[config.mk]
export PLATFORM = sky130hd
export DESIGN_NAME = acb_top
export DESIGN_NICKNAME = d
export VERILOG_FILES = /design/src/logic/acb_pkg.sv /design/src/logic/acb_buf.sv /design/src/logic/acb_scan.sv /design/src/logic/acb_top.sv
export VERILOG_INCLUDE_DIRS = /design/src /design/src/logic
export SDC_FILE = /design/constraint.sdc
export NUM_CORES = 1
export LEC_CHECK = 0
export ABC_AREA = 0
export BUFFER_PORTS_ARGS = -buffer_cell sky130_fd_sc_hd__buf_4
export CORE_MARGIN = 4
export CORE_UTILIZATION = 50
export CTS_CLUSTER_DIAMETER = 200
export DETAILED_ROUTE_END_ITERATION = 16
export PLACE_DENSITY_LB_ADDON = 0.25
export SYNTH_ARGS = -nofsm -noshare
export SYNTH_HDL_FRONTEND = slang
export SYNTH_HIERARCHICAL = 1
export SYNTH_SLANG_ARGS = --single-unit
[constraint.sdc]
create_clock -name i_mclk -period 7.5 [get_ports i_mclk]
set_input_delay 1.5 -clock i_mclk [delete_from_list [all_inputs] [get_ports i_mclk]]
set_output_delay 1.5 -clock i_mclk [all_outputs]
set_load 0.005 [all_outputs]
[src/logic/acb_regs.svh]
// register map, field positions and reset values of the adc config block
// Operation
// - two-bit positive reference code selects source
// - negative reference bit set selects external pin
// - offset calibration ties sample-hold inputs to ground
// - buffer enable stores results by channel, else fifo
// - scan enable steps through selected mux inputs
`ifndef ACB_REGS_SVH
`define ACB_REGS_SVH

// ==========================================================
// byte addresses on apb
`define ACB_ADDR_CTRL 12'h000
`define ACB_ADDR_INCFG 12'h004
`define ACB_ADDR_STAT 12'h008
`define ACB_ADDR_BUF_FIRST 12'h040
`define ACB_ADDR_BUF_LAST 12'h07c

// ==========================================================
// converter_control_two fields
`define ACB_POS_REF_MSB 15
`define ACB_POS_REF_LSB 14
`define ACB_NEG_REF_BIT 13
`define ACB_OFFSET_CAL_BIT 12
`define ACB_BUF_IDX_BIT 11
`define ACB_SCAN_BIT 10
`define ACB_CTRL_MASK 32'h0000_fc00
`define ACB_CTRL_RESET 32'h0000_0000

// ==========================================================
// input configuration fields
`define ACB_SINGLE_LSB 0
`define ACB_MASK_LSB 16
`define ACB_INCFG_RESET 32'h0000_0000

// ==========================================================
// status fields
`define ACB_STAT_CHAN_LSB 0
`define ACB_STAT_PTR_LSB 8
`define ACB_ONEHOT_RESET 4'h1

`endif

[src/logic/acb_pkg.sv]
// types shared by the adc reference and buffer configuration block
package acb_pkg;

  // ==========================================================
  // positive reference source codes
  typedef enum logic [1:0] {
    ACB_REF_SUPPLY = 2'b00,
    ACB_REF_EXT = 2'b01,
    ACB_REF_BG2 = 2'b10,
    ACB_REF_BG4 = 2'b11
  } acb_pos_ref_t;

  // ==========================================================
  // result buffer organisation
  typedef enum logic {
    ACB_BUF_FIFO = 1'b0,
    ACB_BUF_INDEXED = 1'b1
  } acb_buf_mode_t;

endpackage

[src/logic/acb_buf.sv]
// conversion result buffer, channel indexed or fifo ordered
`timescale 1ns/100ps

module acb_buf #(
  parameter int W = 12,
  parameter int D = 16,
  parameter int AW = 4
) (
  input wire logic i_mclk,
  input wire logic i_rst,
  input wire acb_pkg::acb_buf_mode_t i_mode,
  input wire logic i_wr_valid,
  input wire logic [W-1:0] i_wr_data,
  input wire logic [AW-1:0] i_wr_chan,
  input wire logic [AW-1:0] i_rd_idx,
  output logic [W-1:0] o_rd_data,
  output logic [AW-1:0] o_wr_ptr
);

  // ==========================================================
  // storage and fifo pointer
  logic [W-1:0] slot_q [D]; // result slots
  logic [AW-1:0] ptr_q; // next fifo slot
  logic [AW-1:0] ptr_d;
  logic [AW-1:0] wr_idx; // slot taken by this write
  logic indexed;

  assign indexed = (i_mode == acb_pkg::ACB_BUF_INDEXED);
  // indexed mode files by channel, fifo mode by arrival
  assign wr_idx = indexed ? i_wr_chan : ptr_q;
  // pointer parks at zero while indexed so fifo restarts clean
  assign ptr_d = indexed ? '0 :
    (i_wr_valid ? ((ptr_q == AW'(D - 1)) ? '0 : ptr_q + 1'b1) : ptr_q);
  assign o_rd_data = slot_q[i_rd_idx];
  assign o_wr_ptr = ptr_q;

  // pointer register
  always_ff @(posedge i_mclk or posedge i_rst) begin
    if (i_rst) begin
      ptr_q <= '0;
    end else begin
      ptr_q <= ptr_d;
    end
  end

  // slot write, one slot per result
  always_ff @(posedge i_mclk or posedge i_rst) begin
    if (i_rst) begin
      for (int i = 0; i < D; i++) begin
        slot_q[i] <= '0;
      end
    end else if (i_wr_valid) begin
      slot_q[wr_idx] <= i_wr_data;
    end
  end
endmodule

[src/logic/acb_scan.sv]
// positive input mux channel sequencer, single input or scan
`timescale 1ns/100ps

module acb_scan #(
  parameter int N = 16,
  parameter int CW = 4
) (
  input wire logic i_mclk,
  input wire logic i_rst,
  input wire logic i_scan_en,
  input wire logic [CW-1:0] i_single_chan,
  input wire logic [N-1:0] i_scan_mask,
  input wire logic i_conv_done,
  output logic [CW-1:0] o_chan
);

  // ==========================================================
  // next selected input after cur, wrapping; stays if none
  function automatic logic [CW-1:0] next_sel(
    input logic [CW-1:0] cur,
    input logic [N-1:0] mask
  );
    logic [CW-1:0] pick;
    logic [CW-1:0] cand;
    logic found;
    pick = cur;
    found = 1'b0;
    for (int k = 1; k <= N; k++) begin
      cand = CW'((int'(cur) + k) % N);
      if (!found && mask[cand]) begin
        pick = cand;
        found = 1'b1;
      end
    end
    return pick;
  endfunction

  logic [CW-1:0] chan_q; // channel now on mux a
  logic [CW-1:0] chan_d;

  // scan starts from the single channel, steps on each result
  assign chan_d = !i_scan_en ? i_single_chan :
    (i_conv_done ? next_sel(chan_q, i_scan_mask) : chan_q);
  assign o_chan = chan_q;

  // channel register
  always_ff @(posedge i_mclk or posedge i_rst) begin
    if (i_rst) begin
      chan_q <= '0;
    end else begin
      chan_q <= chan_d;
    end
  end
endmodule

[src/logic/acb_top.sv]
// apb register file and reference, calibration, buffer and scan control
`timescale 1ns/100ps
`include "acb_regs.svh"

module acb_top #(
  parameter int NCH = 16,
  parameter int CW = 4,
  parameter int RW = 12
) (
  input wire logic i_mclk,
  input wire logic i_rst,
  input wire logic i_psel,
  input wire logic i_penable,
  input wire logic i_pwrite,
  input wire logic [11:0] i_paddr,
  input wire logic [31:0] i_pwdata,
  input wire logic [3:0] i_pstrb,
  output logic [31:0] o_prdata,
  output logic o_pready,
  output logic o_pslverr,
  input wire logic i_result_valid,
  input wire logic [RW-1:0] i_result,
  input wire logic i_conv_done,
  output logic [3:0] o_pos_ref_onehot,
  output logic o_neg_ref_ext,
  output logic o_sh_to_ground,
  output logic o_sh_normal,
  output logic o_buf_indexed,
  output logic o_scan_active,
  output logic [CW-1:0] o_mux_a_chan
);

  // ==========================================================
  // byte-lane merge of a write into an old word
  function automatic logic [31:0] lane_merge(
    input logic [31:0] old,
    input logic [31:0] wdat,
    input logic [3:0] strb
  );
    logic [31:0] res;
    res = old;
    for (int b = 0; b < 4; b++) begin
      if (strb[b]) begin
        res[b*8 +: 8] = wdat[b*8 +: 8];
      end
    end
    return res;
  endfunction

  // ==========================================================
  // state
  logic [31:0] ctrl_q; // converter_control_two, upper bits only
  logic [31:0] ctrl_d;
  logic [31:0] incfg_q; // single input and scan mask
  logic [31:0] incfg_d;
  logic pready_q; // answer strobe
  logic pslverr_q;
  logic [31:0] prdata_q;
  logic [3:0] onehot_q; // decoded positive reference
  logic neg_ext_q;
  logic sh_gnd_q;
  logic sh_norm_q;
  logic buf_idx_q;
  logic scan_q;

  // ==========================================================
  // apb decode
  logic access; // access phase not yet answered
  logic wr_acc;
  logic rd_acc;
  logic hit_ctrl;
  logic hit_incfg;
  logic hit_stat;
  logic hit_buf;
  logic mapped;
  logic err;
  logic [CW-1:0] buf_rd_idx;
  logic [RW-1:0] buf_rd_data;
  logic [CW-1:0] wr_ptr;
  logic [CW-1:0] chan;
  logic [31:0] rd_word;
  logic [31:0] stat_word;
  logic [1:0] pos_code;
  acb_pkg::acb_buf_mode_t buf_mode;

  // pready is registered: one wait state, then the answer
  assign access = i_psel & i_penable & ~pready_q;
  assign wr_acc = access & i_pwrite;
  assign rd_acc = access & ~i_pwrite;
  assign hit_ctrl = (i_paddr == `ACB_ADDR_CTRL);
  assign hit_incfg = (i_paddr == `ACB_ADDR_INCFG);
  assign hit_stat = (i_paddr == `ACB_ADDR_STAT);
  assign hit_buf = (i_paddr >= `ACB_ADDR_BUF_FIRST) &&
    (i_paddr <= `ACB_ADDR_BUF_LAST) && (i_paddr[1:0] == 2'b00);
  assign mapped = hit_ctrl | hit_incfg | hit_stat | hit_buf;
  // status and slots are read only; writing them is an error
  assign err = ~mapped | (i_pwrite & (hit_stat | hit_buf));
  assign buf_rd_idx = i_paddr[CW+1:2];

  // only the implemented control bits can ever be stored
  assign ctrl_d = (wr_acc && hit_ctrl) ?
    (lane_merge(ctrl_q, i_pwdata, i_pstrb) & `ACB_CTRL_MASK) :
    ctrl_q;
  assign incfg_d = (wr_acc && hit_incfg) ?
    lane_merge(incfg_q, i_pwdata, i_pstrb) : incfg_q;

  assign stat_word = (32'(chan) << `ACB_STAT_CHAN_LSB) |
    (32'(wr_ptr) << `ACB_STAT_PTR_LSB);
  // bits 9:8 and all unmapped reads come back zero
  assign rd_word = hit_ctrl ? (ctrl_q & `ACB_CTRL_MASK) :
    hit_incfg ? incfg_q :
    hit_stat ? stat_word :
    hit_buf ? 32'(buf_rd_data) : 32'h0000_0000;

  // ==========================================================
  // control field views
  assign pos_code = ctrl_q[`ACB_POS_REF_MSB:`ACB_POS_REF_LSB];
  assign buf_mode = acb_pkg::acb_buf_mode_t'(ctrl_q[`ACB_BUF_IDX_BIT]);

  // apb answer registers
  always_ff @(posedge i_mclk or posedge i_rst) begin
    if (i_rst) begin
      pready_q <= 1'b0;
      pslverr_q <= 1'b0;
      prdata_q <= 32'h0000_0000;
    end else begin
      pready_q <= access;
      pslverr_q <= access & err;
      prdata_q <= rd_acc ? rd_word : 32'h0000_0000;
    end
  end

  // software registers, cleared at reset
  always_ff @(posedge i_mclk or posedge i_rst) begin
    if (i_rst) begin
      ctrl_q <= `ACB_CTRL_RESET;
      incfg_q <= `ACB_INCFG_RESET;
    end else begin
      ctrl_q <= ctrl_d;
      incfg_q <= incfg_d;
    end
  end

  // reference decode: one select line per source
  always_ff @(posedge i_mclk or posedge i_rst) begin
    if (i_rst) begin
      onehot_q <= `ACB_ONEHOT_RESET; // analog supply after reset
      neg_ext_q <= 1'b0;
    end else begin
      onehot_q <= 4'h1 << pos_code;
      neg_ext_q <= ctrl_q[`ACB_NEG_REF_BIT];
    end
  end

  // sample-hold routing and mode flags
  always_ff @(posedge i_mclk or posedge i_rst) begin
    if (i_rst) begin
      sh_gnd_q <= 1'b0;
      sh_norm_q <= 1'b1;
      buf_idx_q <= 1'b0;
      scan_q <= 1'b0;
    end else begin
      sh_gnd_q <= ctrl_q[`ACB_OFFSET_CAL_BIT];
      sh_norm_q <= ~ctrl_q[`ACB_OFFSET_CAL_BIT];
      buf_idx_q <= ctrl_q[`ACB_BUF_IDX_BIT];
      scan_q <= ctrl_q[`ACB_SCAN_BIT];
    end
  end

  // ==========================================================
  // result buffer; results carry the channel now on mux a
  acb_buf #(
    .W(RW),
    .D(NCH),
    .AW(CW)
  ) u_buf (
    .i_mclk(i_mclk),
    .i_rst(i_rst),
    .i_mode(buf_mode),
    .i_wr_valid(i_result_valid),
    .i_wr_data(i_result),
    .i_wr_chan(chan),
    .i_rd_idx(buf_rd_idx),
    .o_rd_data(buf_rd_data),
    .o_wr_ptr(wr_ptr)
  );

  // mux a sequencer
  acb_scan #(
    .N(NCH),
    .CW(CW)
  ) u_scan (
    .i_mclk(i_mclk),
    .i_rst(i_rst),
    .i_scan_en(ctrl_q[`ACB_SCAN_BIT]),
    .i_single_chan(incfg_q[`ACB_SINGLE_LSB +: CW]),
    .i_scan_mask(incfg_q[`ACB_MASK_LSB +: NCH]),
    .i_conv_done(i_conv_done),
    .o_chan(chan)
  );

  // ==========================================================
  // outputs
  assign o_prdata = prdata_q;
  assign o_pready = pready_q;
  assign o_pslverr = pslverr_q;
  assign o_pos_ref_onehot = onehot_q;
  assign o_neg_ref_ext = neg_ext_q;
  assign o_sh_to_ground = sh_gnd_q;
  assign o_sh_normal = sh_norm_q;
  assign o_buf_indexed = buf_idx_q;
  assign o_scan_active = scan_q;
  assign o_mux_a_chan = chan;
endmodule

==> results.ini <==
[critical_path]
end_kind = register
required_ns = 7.97
cpLargestDelayFamily = multiplexers
critPathSlowestCell = ha_1
worstSetupPathType = register to register
path_max_fanout = 29
crit_end = u_scan/o_chan[1]$_DFFE_PP0P_
start_kind = register
r2r_end = u_scan/o_chan[1]$_DFFE_PP0P_
cp-startpoint = u_scan/o_chan[0]$_DFFE_PP0P_
cp_slowest_stage_delay_ns = 0.65
cpMostUsedCell = mux4_2
cp.buffers_inverters = 2
path_cells = buf_4 > inv_1 > ha_1 > mux4_2 > mux4_2 > nor3_2 > nand3_1 > o221a_1 > a2111oi_0 > nor2_1 > o21ai_1
r2r_cells = 11
arrival_ns = 4.93
rrSetupSlack_ns = 3.04
crit_cells = 11
r2r-start = u_scan/o_chan[0]$_DFFE_PP0P_

[timing]
tightest_slew_ns = 1.15
finalSetupViolations = 0
period_share_pct = 59.5
finalSetupTns_ns = 0
hold_viol = 0
rsz0062_at_grt = false
finalMaxSlewViolations = 0
max_freq_mhz = 224
fin_skew_ns = 0.00939
relSlewSlack_pct = 23.0
min_period_ns = 4.46
timing.final.ws_setup_ns = 3.04

[floorplan]
die_x_um = 183
start_util_pct = 51.0
fp.coreArea_um2 = 29900
io_pins = 114
die_y_um = 183
rows = 63
die-area_um2 = 33300

[power_and_ir_drop]
intPower_w = 0.00370
sw_frac_of_total_pct = 26.0
clockPowerShare_pct = 28.1
worst_ir_drop_vdd_mv = 0.219
p_switching_w = 0.00130
p_per_area_nw_per_um2 = 290
seqPwrFrac_pct = 45.9
power_frac_comb_pct = 26.0
p_total_w = 0.00500
leakage_nw = 8.00

[detailed_routing]
drc = 0
ant_nets = 0
dr.pass1.iters = 6
wirelength_mm = 38.3
drtIter0Drc = 946
wl_per_cell_um = 24.3
via_per_inst = 6.22
dr_total_vias = 9809

[logic_synthesis]
postSynthAreaPerCell_um2 = 14.2
ys_ff_latch = 281
ys_seq_area_share_pct = 46.2
synth_cell_type_count = 82
synth-main-ff-cell = dfrtp_1
synth_edf_count = 0
synth_top_area_cell = dfrtp_1
postSynth.asyncResetShare_pct = 100
yosysWarningCount = 6
syn_inst = 1071
syn_area_um2 = 15200
synth_top_area_share_pct = 45.9
syn_nets = 1147
synth_area_leaders = dfrtp_1, mux2_4, mux4_2

[clock_network]
cts_resized = 0
clk_latency_ns = 0.54
clock-sinks = 281
h-tree-depth = 1
cts_tree = done
cts_setup_buffers = 0
numCtsBuffers = 29
ctsLongestPathBuffers = 3
clkTransAtPathRegs_ns = 0.06
root_buffer = clkbuf_16
hold_buffers = 0

[global_route]
grt_max_degree = 124
grt_pass1_wl_mm = 59.8
grt_pass1_vias = 9837
grt_util_all_layers_pct = 22.8
antenna_found_initial = 0
grt_overflow = 0

[placement]
dpl.cell_count = 1526
hpwl_mm = 25.5
dp_slack_ns = 3.07
portBuffers = 113
gp_congestion = 0.961

[cells_and_area]
final_common_cell = dfrtp_1
drive_above_1_share_pct = 44.7
fin_cells = 1577
nets = 1243
layout_common_cells = dfrtp_1, buf_4, mux2_4
area_growth_pct = 13.3
n_antenna_cell = 0

[min_path]
hold_class = register to register

[run]
cap_violations = 0

[outcome]
status = complete, no violations

kinds of logic (layout without fill, tap and decap cells):
kind of cell / after synthesis / count (layout) / share of synthesized area (%)
multiplexers: 331 / 331 / 32.9
adder cells (fa/ha/maj): 9 / 9 / 0.740
AND/OR/NAND/NOR: 193 / 193 / 8.00
buffers and inverters: 88 / 204 / 3.19
flip-flops: 281 / 281 / 46.2
XOR/XNOR: 12 / 12 / 0.789
AO/OA/AOI/OAI: 157 / 157 / 8.18
power by group through the flow:
stage | Combinational [W] | Clock, W | Sequential (W)
final | 0.00130 | 0.00141 | 0.00230
after global routing | 0.00139 | 0.00150 | 0.00235
after CTS | 0.00130 | 0.00144 | 0.00229
after detailed placement | 0.00130 | 0 | 0.00230
after global placement | 0.00126 | 0 | 0.00228
after floorplan | 0.00109 | 0 | 0.00221
worst min-delay path by stage:
stage	cells after the start	end	slack, ns	from
CTS	0	o_neg_ref_ext$_DFF_PP0_	0.40	ctrl_q[13]$_DFFE_PP0P_
global placement	0	o_neg_ref_ext$_DFF_PP0_	0.38	ctrl_q[13]$_DFFE_PP0P_
finish	0	o_neg_ref_ext$_DFF_PP0_	0.40	ctrl_q[13]$_DFFE_PP0P_
detailed placement	0	o_neg_ref_ext$_DFF_PP0_	0.38	ctrl_q[13]$_DFFE_PP0P_
floorplan	0	o_neg_ref_ext$_DFF_PP0_	0.37	ctrl_q[13]$_DFFE_PP0P_
global route	0	o_neg_ref_ext$_DFF_PP0_	0.42	ctrl_q[13]$_DFFE_PP0P_
worst register-to-register path: stages, from the launching register on:
cell	delay, ns
dfrtp_1	0.50
buf_4	0.42
inv_1	0.12
ha_1	0.65
mux4_2	0.45
mux4_2	0.63
nor3_2	0.44
nand3_1	0.23
o221a_1	0.30
a2111oi_0	0.40
nor2_1	0.12
o21ai_1	0.14
cell type report:
| type | count | area, um2 |
|---|---|---|
| clock buffer | 45 | 876 |
| multi-input combinational | 702 | 7710 |
| inverter | 19 | 80.1 |
| clock inverter | 6 | 62.6 |
| sequential | 281 | 7030 |
| fill | 2286 | 12600 |
| tap | 390 | 488 |
| timing repair buffer | 134 | 1010 |
Yosys cell counts (all sizes together) (8+ instances only):
library cell,number
dfrtp,279
mux2,238
mux4,75
nor2,47
buf,44
a22oi,37
nand2,31
a21oi,29
clkbuf,25
and2,20
o221ai,19
inv,18
mux2i,18
o21ai,16
nand3,14
nor3,14
nor2b,10
ha,9
nand4,8
nor3b,8
per-stage QoR:
| step | area, um2 | util (%) | hold slack, ns |
|---|---|---|---|
| floorplan | 15200 | - | 0.371 |
| global placement | 16300 | 54.6 | 0.379 |
| detailed placement | 16300 | 54.6 | 0.383 |
| CTS | 17300 | 57.8 | 0.396 |
| global route | 17300 | 57.8 | 0.419 |
| finish | 17300 | 57.8 | 0.401 |
metal layers:
layer	vias to the layer above	GRT usage, %	part of all wire (%)
li1	4272	-	-
met4	0	5.49	2.4
met3	61	3.73	6.7
met1	5074	34.2	46
met2	402	35.0	45
met5	-	0	0
state kept, by name (all words and copies together) (netlist names):
signal,count
o_neg_ref_ext,1
o_pready,1
o_pslverr,1
o_buf_indexed,1
o_scan_active,1
u_buf/o_wr_ptr,4
incfg_q,32
o_pos_ref_onehot,4
o_sh_normal,1
u_buf/slot_q,192
u_scan/o_chan,4
o_sh_to_ground,1
ctrl_q,6
o_prdata,32
No activity file was read; power rests on OpenSTA's default activity.
